`src/pkg/pin_mux_pkg.sv`:
```
// Constants for the lock / serial-out pin source selector
package pin_mux_pkg;
    localparam int ADDR_W = 6;
    localparam int DATA_W = 24;
    localparam int SEL_W  = 5;
    localparam int NUM_SOURCES = 32;

    localparam logic [ADDR_W-1:0] CTRL_OFFSET = 6'h0F;
    localparam logic [DATA_W-1:0] CTRL_RESET  = 24'h000001;

    localparam int SEL_LSB       = 0;
    localparam int TEST_DATA_BIT = 5;
    localparam int BLOCK_AUTO_BIT = 6;
    localparam int KEEP_ON_BIT   = 7;
    localparam int HS_OFF_BIT    = 8;

    localparam logic [SEL_W-1:0] SRC_TEST_DATA     = 5'h00;
    localparam logic [SEL_W-1:0] SRC_LOCK          = 5'h01;
    localparam logic [SEL_W-1:0] SRC_LOCK_TRIGGER  = 5'h02;
    localparam logic [SEL_W-1:0] SRC_LOCK_WINDOW   = 5'h03;
    localparam logic [SEL_W-1:0] SRC_RING_OSC      = 5'h04;
    localparam logic [SEL_W-1:0] SRC_PULL_UP       = 5'h05;
    localparam logic [SEL_W-1:0] SRC_PULL_DOWN     = 5'h06;
    localparam logic [SEL_W-1:0] SRC_RESERVED      = 5'h07;
    localparam logic [SEL_W-1:0] SRC_REF_BUFFER    = 5'h08;
    localparam logic [SEL_W-1:0] SRC_REF_DIVIDER   = 5'h09;
    localparam logic [SEL_W-1:0] SRC_OSC_DIVIDER   = 5'h0A;
    localparam logic [SEL_W-1:0] SRC_MOD_CLOCK     = 5'h0B;
    localparam logic [SEL_W-1:0] SRC_AUX_CLOCK_A   = 5'h0C;
    localparam logic [SEL_W-1:0] SRC_AUX_CLOCK_B   = 5'h0D;
    localparam logic [SEL_W-1:0] SRC_AUX_ENABLE    = 5'h0E;
    localparam logic [SEL_W-1:0] SRC_AUX_DATA      = 5'h0F;
    localparam logic [SEL_W-1:0] SRC_PD_DOWN       = 5'h10;
    localparam logic [SEL_W-1:0] SRC_PD_UP         = 5'h11;
    localparam logic [SEL_W-1:0] SRC_SD_CLK_DELAY  = 5'h12;
    localparam logic [SEL_W-1:0] SRC_SD_CORE_CLK   = 5'h13;
    localparam logic [SEL_W-1:0] SRC_STROBE_INT    = 5'h14;
    localparam logic [SEL_W-1:0] SRC_STROBE_FRAC   = 5'h15;
    localparam logic [SEL_W-1:0] SRC_STROBE_AUX    = 5'h16;
    localparam logic [SEL_W-1:0] SRC_LATCH_ENABLE  = 5'h17;
    localparam logic [SEL_W-1:0] SRC_DIV_SYNC_RST  = 5'h18;
    localparam logic [SEL_W-1:0] SRC_SEED_LOAD     = 5'h19;
    localparam logic [SEL_W-1:0] SRC_UNUSED_FIRST  = 5'h1A;
    localparam logic [SEL_W-1:0] SRC_UNUSED_LAST   = 5'h1D;
    localparam logic [SEL_W-1:0] SRC_OUT_BUF_EN    = 5'h1E;
    localparam logic [SEL_W-1:0] SRC_SOFT_RESET    = 5'h1F;
endpackage

```
`src/pkg/ctrl_if.sv`:
```
// Carrier between the control register and the pin selector
interface ctrl_if;
    import pin_mux_pkg::*;
    logic                  wr_en;
    logic [DATA_W-1:0]     wr_data;
    logic [DATA_W-1:0]     value;

    modport store (
        input  wr_en,
        input  wr_data,
        output value
    );
    modport user (
        output wr_en,
        output wr_data,
        input  value
    );
endinterface

```
`src/ctrl_register.sv`:
```
// Output pin and divider control register storage
module ctrl_register (
    // Clock and reset
    input  wire logic clk,
    input  wire logic reset,
    // Register port
    ctrl_if.store     ctrl
);
    import pin_mux_pkg::*;

    logic [DATA_W-1:0] value_reg;
    logic [DATA_W-1:0] value_next;

    // Whole word is written; upper divider bits are only stored here
    assign value_next = ctrl.wr_en ? ctrl.wr_data : value_reg;

    always_ff @(posedge clk) begin
        if (reset) begin
            value_reg <= CTRL_RESET; // RQ1 RQ12
        end else begin
            value_reg <= value_next;
        end
    end

    assign ctrl.value = value_reg;
endmodule // ctrl_register

```
`src/lock_serial_pin_output_mux.sv`:
```
// Source selector and driver control for the lock / serial-out pin
//
// Function
// RQ1: Five-bit source select in bits 4:0, reset 1, drives enabled pin.
// RQ2: Code 0 drives the software test-data bit onto the pin.
// RQ3: Codes 1-3 lock, trigger, window; code 4 ring-oscillator test.
// RQ4: Codes 5 and 6 attach weak pull-up or pull-down; 7 reserved.
// RQ5: Codes 8-11 reference buffer, reference divider, divider, mod clock.
// RQ6: Codes 12-15 expose auxiliary serial clock, enable and data.
// RQ7: Codes 16 and 17 give phase-detector down and up pulses.
// RQ8: Codes 18 and 19 give modulator delayed clock and core clock.
// RQ9: Codes 20-22 give integer, fractional and auxiliary write strobes.
// RQ10: Codes 23-25 give latch enable, divider sync reset, seed load.
// RQ11: Codes 26-29 unused; 30 output-buffer enable; 31 soft reset.
// RQ12: Read/write test-data bit at position 5, reset 0.
// RQ13: Bit 6 clear auto-switches to serial read data; set blocks it.
// RQ14: Bit 7 set keeps driver on; clear drives only during reads.
// RQ15: Bit 8 set disables the pin's high-side drive.
// RQ16: Unused or reserved codes drive constant low.
module lock_serial_pin_output_mux #(
    parameter int SYNC_STAGES = 2
) (
    // Clock and reset
    input  wire logic                         clk,
    input  wire logic                         reset,
    // Serial-port register access
    input  wire logic                         reg_wr_en,
    input  wire logic [pin_mux_pkg::ADDR_W-1:0] reg_addr,
    input  wire logic [pin_mux_pkg::DATA_W-1:0] reg_wr_data,
    output logic      [pin_mux_pkg::DATA_W-1:0] reg_rd_data,
    // Serial read cycle from the serial port
    input  wire logic                         serial_read_active,
    input  wire logic                         serial_read_data,
    // Internal signal sources, bit index equals select code
    input  wire logic [pin_mux_pkg::NUM_SOURCES-1:0] internal_sources,
    // Pin driver
    output logic                              pin_out,
    output logic                              pin_oe,
    output logic                              pull_up_en,
    output logic                              pull_down_en,
    output logic                              high_side_disable
);
    import pin_mux_pkg::*;

    ctrl_if ctrl ();

    ctrl_register u_ctrl_register (
        .clk   (clk),
        .reset (reset),
        .ctrl  (ctrl.store)
    );

    // Register decode
    wire addr_hit = (reg_addr == CTRL_OFFSET);

    assign ctrl.wr_en   = reg_wr_en & addr_hit;
    assign ctrl.wr_data = reg_wr_data;

    logic [DATA_W-1:0] rd_data_reg;
    logic [DATA_W-1:0] rd_data_next;

    // Unmapped addresses read as zero
    assign rd_data_next = addr_hit ? ctrl.value : '0;

    // Control fields
    wire [SEL_W-1:0] output_pin_source_select =
        ctrl.value[SEL_LSB +: SEL_W];                    // RQ1
    wire general_purpose_output = ctrl.value[TEST_DATA_BIT]; // RQ12
    wire block_auto_switch      = ctrl.value[BLOCK_AUTO_BIT];
    wire pin_driver_keep_on     = ctrl.value[KEEP_ON_BIT];
    wire high_side_off          = ctrl.value[HS_OFF_BIT];

    // Sources come from other clock domains; two flops before any use.
    // Fast clocks are aliased at this rate, the pin sees a sampled copy.
    logic [NUM_SOURCES-1:0] sync_stage [SYNC_STAGES];
    logic [NUM_SOURCES-1:0] sync_in    [SYNC_STAGES];

    genvar g;
    generate
        for (g = 0; g < SYNC_STAGES; g++) begin : g_sync
            // First stage alone sees the raw inputs; no out-of-range index
            if (g == 0) begin : g_first
                assign sync_in[g] = internal_sources;
            end else begin : g_later
                assign sync_in[g] = sync_stage[g-1];
            end
            always_ff @(posedge clk) begin
                if (reset) begin
                    sync_stage[g] <= '0;
                end else begin
                    sync_stage[g] <= sync_in[g];
                end
            end
        end
    endgenerate

    wire [NUM_SOURCES-1:0] sources_sync = sync_stage[SYNC_STAGES-1];

    // Codes that do not carry a live internal signal
    wire code_is_pull = (output_pin_source_select == SRC_PULL_UP) ||
                        (output_pin_source_select == SRC_PULL_DOWN);
    wire code_unused  = (output_pin_source_select == SRC_RESERVED) ||
                        ((output_pin_source_select >= SRC_UNUSED_FIRST) &&
                         (output_pin_source_select <= SRC_UNUSED_LAST));
    wire code_is_test = (output_pin_source_select == SRC_TEST_DATA);

    // RQ3 RQ5 RQ6 RQ7 RQ8 RQ9 RQ10 RQ11: code indexes the source vector
    wire live_source = sources_sync[output_pin_source_select];

    wire selected_value =
        code_is_test ? general_purpose_output :          // RQ2
        (code_is_pull || code_unused) ? 1'b0 :           // RQ4 RQ16
        live_source;

    // Read data replaces the selected output during a read cycle unless bit 6 blocks it
    wire use_read_data = serial_read_active & ~block_auto_switch; // RQ13
    wire pin_value = use_read_data ? serial_read_data : selected_value;

    // Driver enable policy
    wire driver_enabled = pin_driver_keep_on | serial_read_active; // RQ14

    // Pull codes connect the resistor, not the active driver
    wire active_drive = driver_enabled &
                        ~(code_is_pull & ~use_read_data);   // RQ4

    // Without high side only a low level is actively driven
    wire oe_next = active_drive & ~(high_side_off & pin_value); // RQ15

    wire pull_up_next   = driver_enabled & ~use_read_data &
                          (output_pin_source_select == SRC_PULL_UP);
    wire pull_down_next = driver_enabled & ~use_read_data &
                          (output_pin_source_select == SRC_PULL_DOWN);

    logic pin_out_reg;
    logic pin_oe_reg;
    logic pull_up_reg;
    logic pull_down_reg;
    logic hs_disable_reg;

    always_ff @(posedge clk) begin
        if (reset) begin
            pin_out_reg    <= 1'b0;
            pin_oe_reg     <= 1'b0;
            pull_up_reg    <= 1'b0;
            pull_down_reg  <= 1'b0;
            hs_disable_reg <= 1'b0;
            rd_data_reg    <= '0;
        end else begin
            pin_out_reg    <= pin_value;      // RQ1
            pin_oe_reg     <= oe_next;        // RQ14
            pull_up_reg    <= pull_up_next;   // RQ4
            pull_down_reg  <= pull_down_next; // RQ4
            hs_disable_reg <= high_side_off;  // RQ15
            rd_data_reg    <= rd_data_next;
        end
    end

    assign pin_out           = pin_out_reg;
    assign pin_oe            = pin_oe_reg;
    assign pull_up_en        = pull_up_reg;
    assign pull_down_en      = pull_down_reg;
    assign high_side_disable = hs_disable_reg;
    assign reg_rd_data       = rd_data_reg;
endmodule // lock_serial_pin_output_mux

```
`config.mk`:
```
export PLATFORM = sky130hd
export DESIGN_NAME = lock_serial_pin_output_mux
export DESIGN_NICKNAME = d
export VERILOG_FILES = /design/src/pkg/pin_mux_pkg.sv /design/src/pkg/ctrl_if.sv /design/src/ctrl_register.sv /design/src/lock_serial_pin_output_mux.sv
export SDC_FILE = /design/constraint.sdc
export NUM_CORES = 1
export LEC_CHECK = 0
export ABC_AREA = 1
export BUFFER_PORTS_ARGS = -buffer_cell sky130_fd_sc_hd__buf_4
export CORE_MARGIN = 5
export CORE_UTILIZATION = 47
export DETAILED_ROUTE_END_ITERATION = 10
export GPL_TIMING_DRIVEN = 0
export MAX_ROUTING_LAYER = met4
export PLACE_DENSITY = 0.71
export SLEW_MARGIN = 20
export SYNTH_ARGS = -nofsm -noshare
export SYNTH_HDL_FRONTEND = slang
export SYNTH_SLANG_ARGS = --single-unit
```
`constraint.sdc`:
```
create_clock -name clk -period 1.3 [get_ports clk]
set_input_delay 0.26 -clock clk [delete_from_list [all_inputs] [get_ports clk]]
set_output_delay 0.26 -clock clk [all_outputs]
set_load 0.02 [all_outputs]
```
Yosys cells after proc, flatten, opt, wreduce, memory -nomap -nowiden
Memories as Yosys holds them, arrays and structs flattened. Index checks and enable logic that the tools add are counted.

Register bits after elaboration: 53. Memory bits (writable): 64. Input port bits: 67. Output and inout bits: 29. Memories kept: 1.

Memories: sync_stage (words 2, width 32, rd ports 2, clocked after memory_dff 0, write ports 2, line lock_serial_pin_output_mux.sv:75) `logic [NUM_SOURCES-1:0] sync_stage [SYNC_STAGES];`.

$lt $le $gt $ge: 3. Equality and inequality tests: 4. Multiplexer cells: 10. Bitwise operators: 17. Reductions and logical operators: 6.

Operators with widths (number): two-way mux 32 bit (2); equality test 5 x 3 -> 1 bit, second input constant (3); AND 1 bit (9); two-way mux 1 bit (7); equality test 6 x 4 -> 1 bit, second input constant (1); < comparator 5 x 6 -> 1 bit, second input constant (1); binary-select mux 1 bit (select 5 bit) (1); >= comparator 5 bit, second input constant (1); <= comparator 5 bit, second input constant (1); logical NOT 5 bit (1); inverter 1 bit (5); logical OR 1 bit (3); bitwise OR 1 bit (3); OR reduction 2 bit (1); logical AND 1 bit (1).

Longest topological paths before layout
Depth after elaboration: 10. Mapped depth: 15.

Hierarchy
A second synthesis with hierarchy kept.

Cell total of the unflattened synthesis: 562. Area, all modules: 4120.2 um^2.

By module, submodules not included: lock_serial_pin_output_mux (times used 1, cells each 411, area each 3138.0 um^2, seq. area each 1861.8 um^2); ctrl_register (times used 1, cells each 151, area each 982.2 um^2, seq. area each 480.5 um^2).

Worst setup path after synthesis
OpenSTA, ideal clock, no wires.

Kind: reg2reg. Start: register u_ctrl_register.value_reg[0] (netlist: u_ctrl_register.ctrl.value[0]). End: register pin_oe_reg (netlist: pin_oe). Setup time: 0.109 ns. Data arrival time: 1.211 ns. Setup slack: -0.020 ns. Cell stages (with the launch flop): 16. Path buffers: 2. Clock period less this slack: 1.320 ns. Path through: dfxtp_1 buf_6 buf_12 nand2_2 nand2_1 nand2_1 nand2_1 nand2_1 nand2_1 o21ai_1 nand2_1 nand2_1 nand2_1 nand3_1 nand2_1 inv_1.

Cells in the longest elaborated chain, start to end: 10. Elaborated cells between the ends (all ways): 21. Classes of those cells: 2 x order compare; 3 x eq/ne; 5 x mux; 6 x bitwise; 5 x reduce/logical.

Ends and longest elaborated chain: start, declared (line ctrl_register.sv:11) `logic [DATA_W-1:0] value_reg;`; start signal, assigned (line ctrl_register.sv:21) `value_reg <= value_next;`; >= comparator 5 bit or <= comparator 5 bit (tied branches) (line lock_serial_pin_output_mux.sv:103, lock_serial_pin_output_mux.sv:104); logical AND 1 bit (line lock_serial_pin_output_mux.sv:103) `((output_pin_source_select >= SRC_UNUSED_FIRST) &&`; logical OR 1 bit (line lock_serial_pin_output_mux.sv:102) `wire code_unused = (output_pin_source_select == SRC_RESERVED) ||`; logical OR 1 bit (line lock_serial_pin_output_mux.sv:112) `(code_is_pull || code_unused) ? 1'b0 :`; two-way mux 1 bit (line lock_serial_pin_output_mux.sv:112); two-way mux 1 bit (line lock_serial_pin_output_mux.sv:111) `code_is_test ? general_purpose_output :`; two-way mux 1 bit (line lock_serial_pin_output_mux.sv:117) `wire pin_value = use_read_data ? serial_read_data : selected_value;`; AND 1 bit (line lock_serial_pin_output_mux.sv:127) `wire oe_next = active_drive & ~(high_side_off & pin_value);`; inverter 1 bit (line lock_serial_pin_output_mux.sv:127); AND 1 bit (*) (line lock_serial_pin_output_mux.sv:127); end signal, assigned (line lock_serial_pin_output_mux.sv:150) `pin_oe_reg <= oe_next;`; end, declared (line lock_serial_pin_output_mux.sv:135) `logic pin_oe_reg;`.

Mark *: on every way between the ends. The rest lies on a longest branch, timed or not. The select of a mux whose other input is x is not followed. A chain may end at the register's enable or synchronous reset.

Final worst setup path
Start: register u_ctrl_register.value_reg[0] (netlist: u_ctrl_register.ctrl.value[0]). End: register pin_out_reg (netlist: pin_out).

Cells in the longest elaborated chain, start to end: 7. Elaborated cells between the ends (all ways): 15. Classes of those cells: 2 x order compare; 3 x eq/ne; 5 x mux; 5 x reduce/logical.

Ends and longest elaborated chain: >= comparator 5 bit or <= comparator 5 bit (tied branches) (line lock_serial_pin_output_mux.sv:103, lock_serial_pin_output_mux.sv:104); logical AND 1 bit (line lock_serial_pin_output_mux.sv:103); logical OR 1 bit (line lock_serial_pin_output_mux.sv:102); logical OR 1 bit (line lock_serial_pin_output_mux.sv:112); two-way mux 1 bit (line lock_serial_pin_output_mux.sv:112); two-way mux 1 bit (*) (line lock_serial_pin_output_mux.sv:111); two-way mux 1 bit (*) (line lock_serial_pin_output_mux.sv:117); end signal, assigned (line lock_serial_pin_output_mux.sv:149) `pin_out_reg <= pin_value;`; end, declared (line lock_serial_pin_output_mux.sv:134) `logic pin_out_reg;`.

Marked as above.

==> results.tsv <==
stage	metric	value	unit
sta	Final TNS setup	-0.4679	ns
die	# rows	33	
finish	FILL cells	639	
route	Post-DRT Antenna Nets	0	
placement	gpl congestion	0.7658	
sta	Max-slew headroom	0.6333	
synthesis	distinct cell type count of the synthesized netlist	21	
power	NetSw	1878	µW
power	PD cells	1526	nW/µm²
clock_network	Max Root-Sink Buffers	2	
sta	Hold Fails Final Rpt	0	
run_status	failing checks	setup timing	
route	vias per cell	4.439	
synthesis	Synth Net Count	560	
power	Sw Share	0.2141	
die	IO Count	96	
placement	placed cells	693	
sta	max frequency	650.6	MHz
finish	# diodes	0	
synthesis	dominant cell type by area after synthesis	dfxtp_1	
synthesis	register area share after synthesis	0.5992	
critical_path	WP data required	1.67	ns
synthesis	compound-gate portion of the synthesized area	0.06850	
synthesis	largest family of logic cells by synthesized area	simple AND/OR/NAND/NOR gates	
die	core area	8175	µm²
power	Pleak	0.002770	µW
die	die height	101.2	µm
clock_network	later-pin clock latency in the skew report	0.50	ns
global_routing	grt ovf	0	
clock_network	CTS tree	built	
synthesis	async set or reset register ratio after synthesis	0	
clock_network	# H-tree levels	4	
synthesis	EDFF count, synth	0	
clock_network	Num Clock Sinks	117	
route	Routed WL	8768	µm
power	Clock power frac	0.522	
sta	Slew Viols, Final	0	
global_routing	vias in the first global route	3379	
clock_network	Clock Pin Slew Worst Setup and Hold Paths	0.06	ns
synthesis	Post-Synth Simple-Gate Area	0.2081	
synthesis	cell count after synthesis	493	
die	Die X	101.2	µm
critical_path	largest stage delay on the critical path	0.37	ns
synthesis	Post-Synth XOR/XNOR Area	0	
route	Iteration-0 DRC Markers	146	
global_routing	Tot GR Track Use	0.1836	
power	internal cell power	6897	µW
finish	layout cell share with drive strength beyond 1	0.2339	
sta	fin crit share	1.182	
synthesis	Synth area leaders	dfxtp_1, nor2_1, inv_1	
die	initial core utilization	0.4781	
finish	max FFs per register	64	
die	area of the die	10240	µm²
global_routing	initial antenna violation count	0	
sta	Worst-Margin Slew	0.5500	ns
global_routing	largest net degree at the start of global routing	17	
placement	IO buf count	95	
job	Max Cap Viol	0	
critical_path	crit-path most repeated cell	nand2_1	
finish	filler-free cell count of the finished design	759	
synthesis	mean area per synthesized cell	7.928	µm²
run_status	outcome	finished with violations	
critical_path	CP Max Fanout	6	
critical_path	Data arrival, critical path	1.91	ns
sta	RSZ-0062 raised after global routing	yes	
power	Seq pwr share	0.424	
placement	Detail Placement HPWL	5744	µm
route	total number of vias	3369	
critical_path	Setup CP Type	reg2reg	
sta	Layout Skew	0.005935	ns
route	DR pass1 iterations	7	
critical_path	Setup crit start kind	register	
synthesis	YS warnings	0	
power	Tot Pwr	8775	µW
finish	Final Net Count	708	
sta	final setup margin	-0.2370	ns
finish	P&R area growth vs syn	47.09	%
global_routing	first-pass GRT wire length	14350	µm
synthesis	Synth Area in Adders	0	
synthesis	post-synthesis mux area share	0	
power	combinational power share	0.054	
synthesis	post-synthesis cell area	3909	µm²
critical_path	critical path endpoint category	register	
clock_network	cts bufs inserted	17	
power	Worst VDD drop	0.0007797	V
hold_path	Min-Delay Path Class	in2reg	
synthesis	Post-synth top flop	dfxtp_1	
finish	fin util	0.7032	
sta	Setup violations, final	2	
sta	Final min period	1.537	ns
sta	hold slack	0.04461	ns
route	drt drc	0	
clock_network	Root Buffer	clkbuf_8	
critical_path	crit-path cells	buf_8 -> clkbuf_16 -> nand2_2 -> nand2_1 -> nand2_1 -> nand2_1 -> nand2_1 -> nand2_1 -> o21ai_1 -> nand2_1 -> nand2_1 -> nand2_2 -> nand2_1 -> nor2_1	
synthesis	Yosys reg bits	117	
synthesis	top cell type's share of synthesized area	0.5992	
critical_path	Slowest-stage cell, CP	dfxtp_4	
route	DR WL/cell	11.55	µm
power groups by stage:
stage | Clock [µW] | Combinational (µW) | Sequential (µW)
6_report | 4580 | 476 | 3720
5_1_grt | 4840 | 532 | 3730
4_1_cts | 4650 | 467 | 3720
3_5_place_dp | 0 | 386 | 3800
3_3_place_gp | 0 | 378 | 3790
2_1_floorplan | 0 | 177 | 3790
cell families after synthesis:
family,count (synthesis)
simple gates,208
flops,117
buf+inv,116
compound gates,52
cells in the mapped netlist, types with 3 or more instances:
master	n
inv_1	94
o21ai_0	23
nand2_1	91
nand2_2	7
buf_6	3
a21oi_1	25
buf_1	3
dfxtp_1	117
nor2_1	100
nand3_1	8
clkbuf_1	12
per-stage QoR:
stage / area (µm²) / setup WS, ns
after CTS: 5685 / -0.1773
after global routing: 5749 / -0.3616
after global placement: 4756 / -0.1702
final: 5749 / -0.2370
after detailed placement: 4756 / -0.2246
after floorplan: 3911 / 0.006987
worst max-delay path: cells and delay by family (launching register included):
kind	cells	cell delay, ns
AO/OA/AOI/OAI	1	0.13
buffers and inverters	2	0.29
flip-flops	1	0.37
AND/OR/NAND/NOR	11	0.59
final cells by class:
type                       count  area, µm²  area share
sequential                   117       2347      0.4083
multi-input combinational    260       1111      0.1933
timing repair buffer         129       1064      0.1850
clock buffer                  18      417.9     0.07269
inverter                      95      364.1     0.06333
clock inverter                14      177.7     0.03090
buffer                        21      136.4     0.02372
tap                          105      131.4     0.02285
per-layer routing:
layer | vias up | GRT usage | share of wire
met5 | - | - | 0
met4 | 0 | 0.05930 | 0.0058
met3 | 5 | 0.06061 | 0.073
met2 | 105 | 0.3109 | 0.51
met1 | 1514 | 0.2041 | 0.42
li1 | 1745 | - | -
final timing paths:
kind	from	end	slack, ns	cells after the start
min reg2reg	sync_stage[0][31]$_SDFF_PP0_	sync_stage[1][31]$_SDFF_PP0_	0.40	2
max reg2reg	u_ctrl_register.ctrl.value[0]$_SDFFE_PP1P_	pin_out$_SDFF_PP0_	-0.24	14
max	u_ctrl_register.ctrl.value[0]$_SDFFE_PP1P_	pin_out$_SDFF_PP0_	-0.24	14
min	reg_wr_data[18]	u_ctrl_register.ctrl.value[18]$_SDFFE_PP0P_	0.04	3
layout by cell type, fill, tap and decap left out, types with 3 or more instances in the layout:
master         synthesis  layout
dlygate4sd3_1          0      32
a21oi_1               25      25
buf_1                  3       3
clkinvlp_4             0       4
clkbuf_1              12      13
dfxtp_1              117     115
o21ai_0               23      23
bufinv_16              0       3
nand2_1               91      85
inv_6                  0       3
buf_4                  0      95
nor2_1               100     100
clkbuf_16              0      17
nand3_1                8       7
nand2_2                7      11
inv_1                 94      94
clkinv_4               0       3
repair_timing:
item / 4_1_cts / 5_1_grt
pin swaps: 0 / 19
setup endpoints to repair: 2 / 2
endpoints found under the hold margin: 32 / 0
buffers inserted: 0 / 0
cloned: 1 / 1
resized for setup: 3 / 12
hold buffers: 32 / 0
No activity file was read; power rests on OpenSTA's default activity.
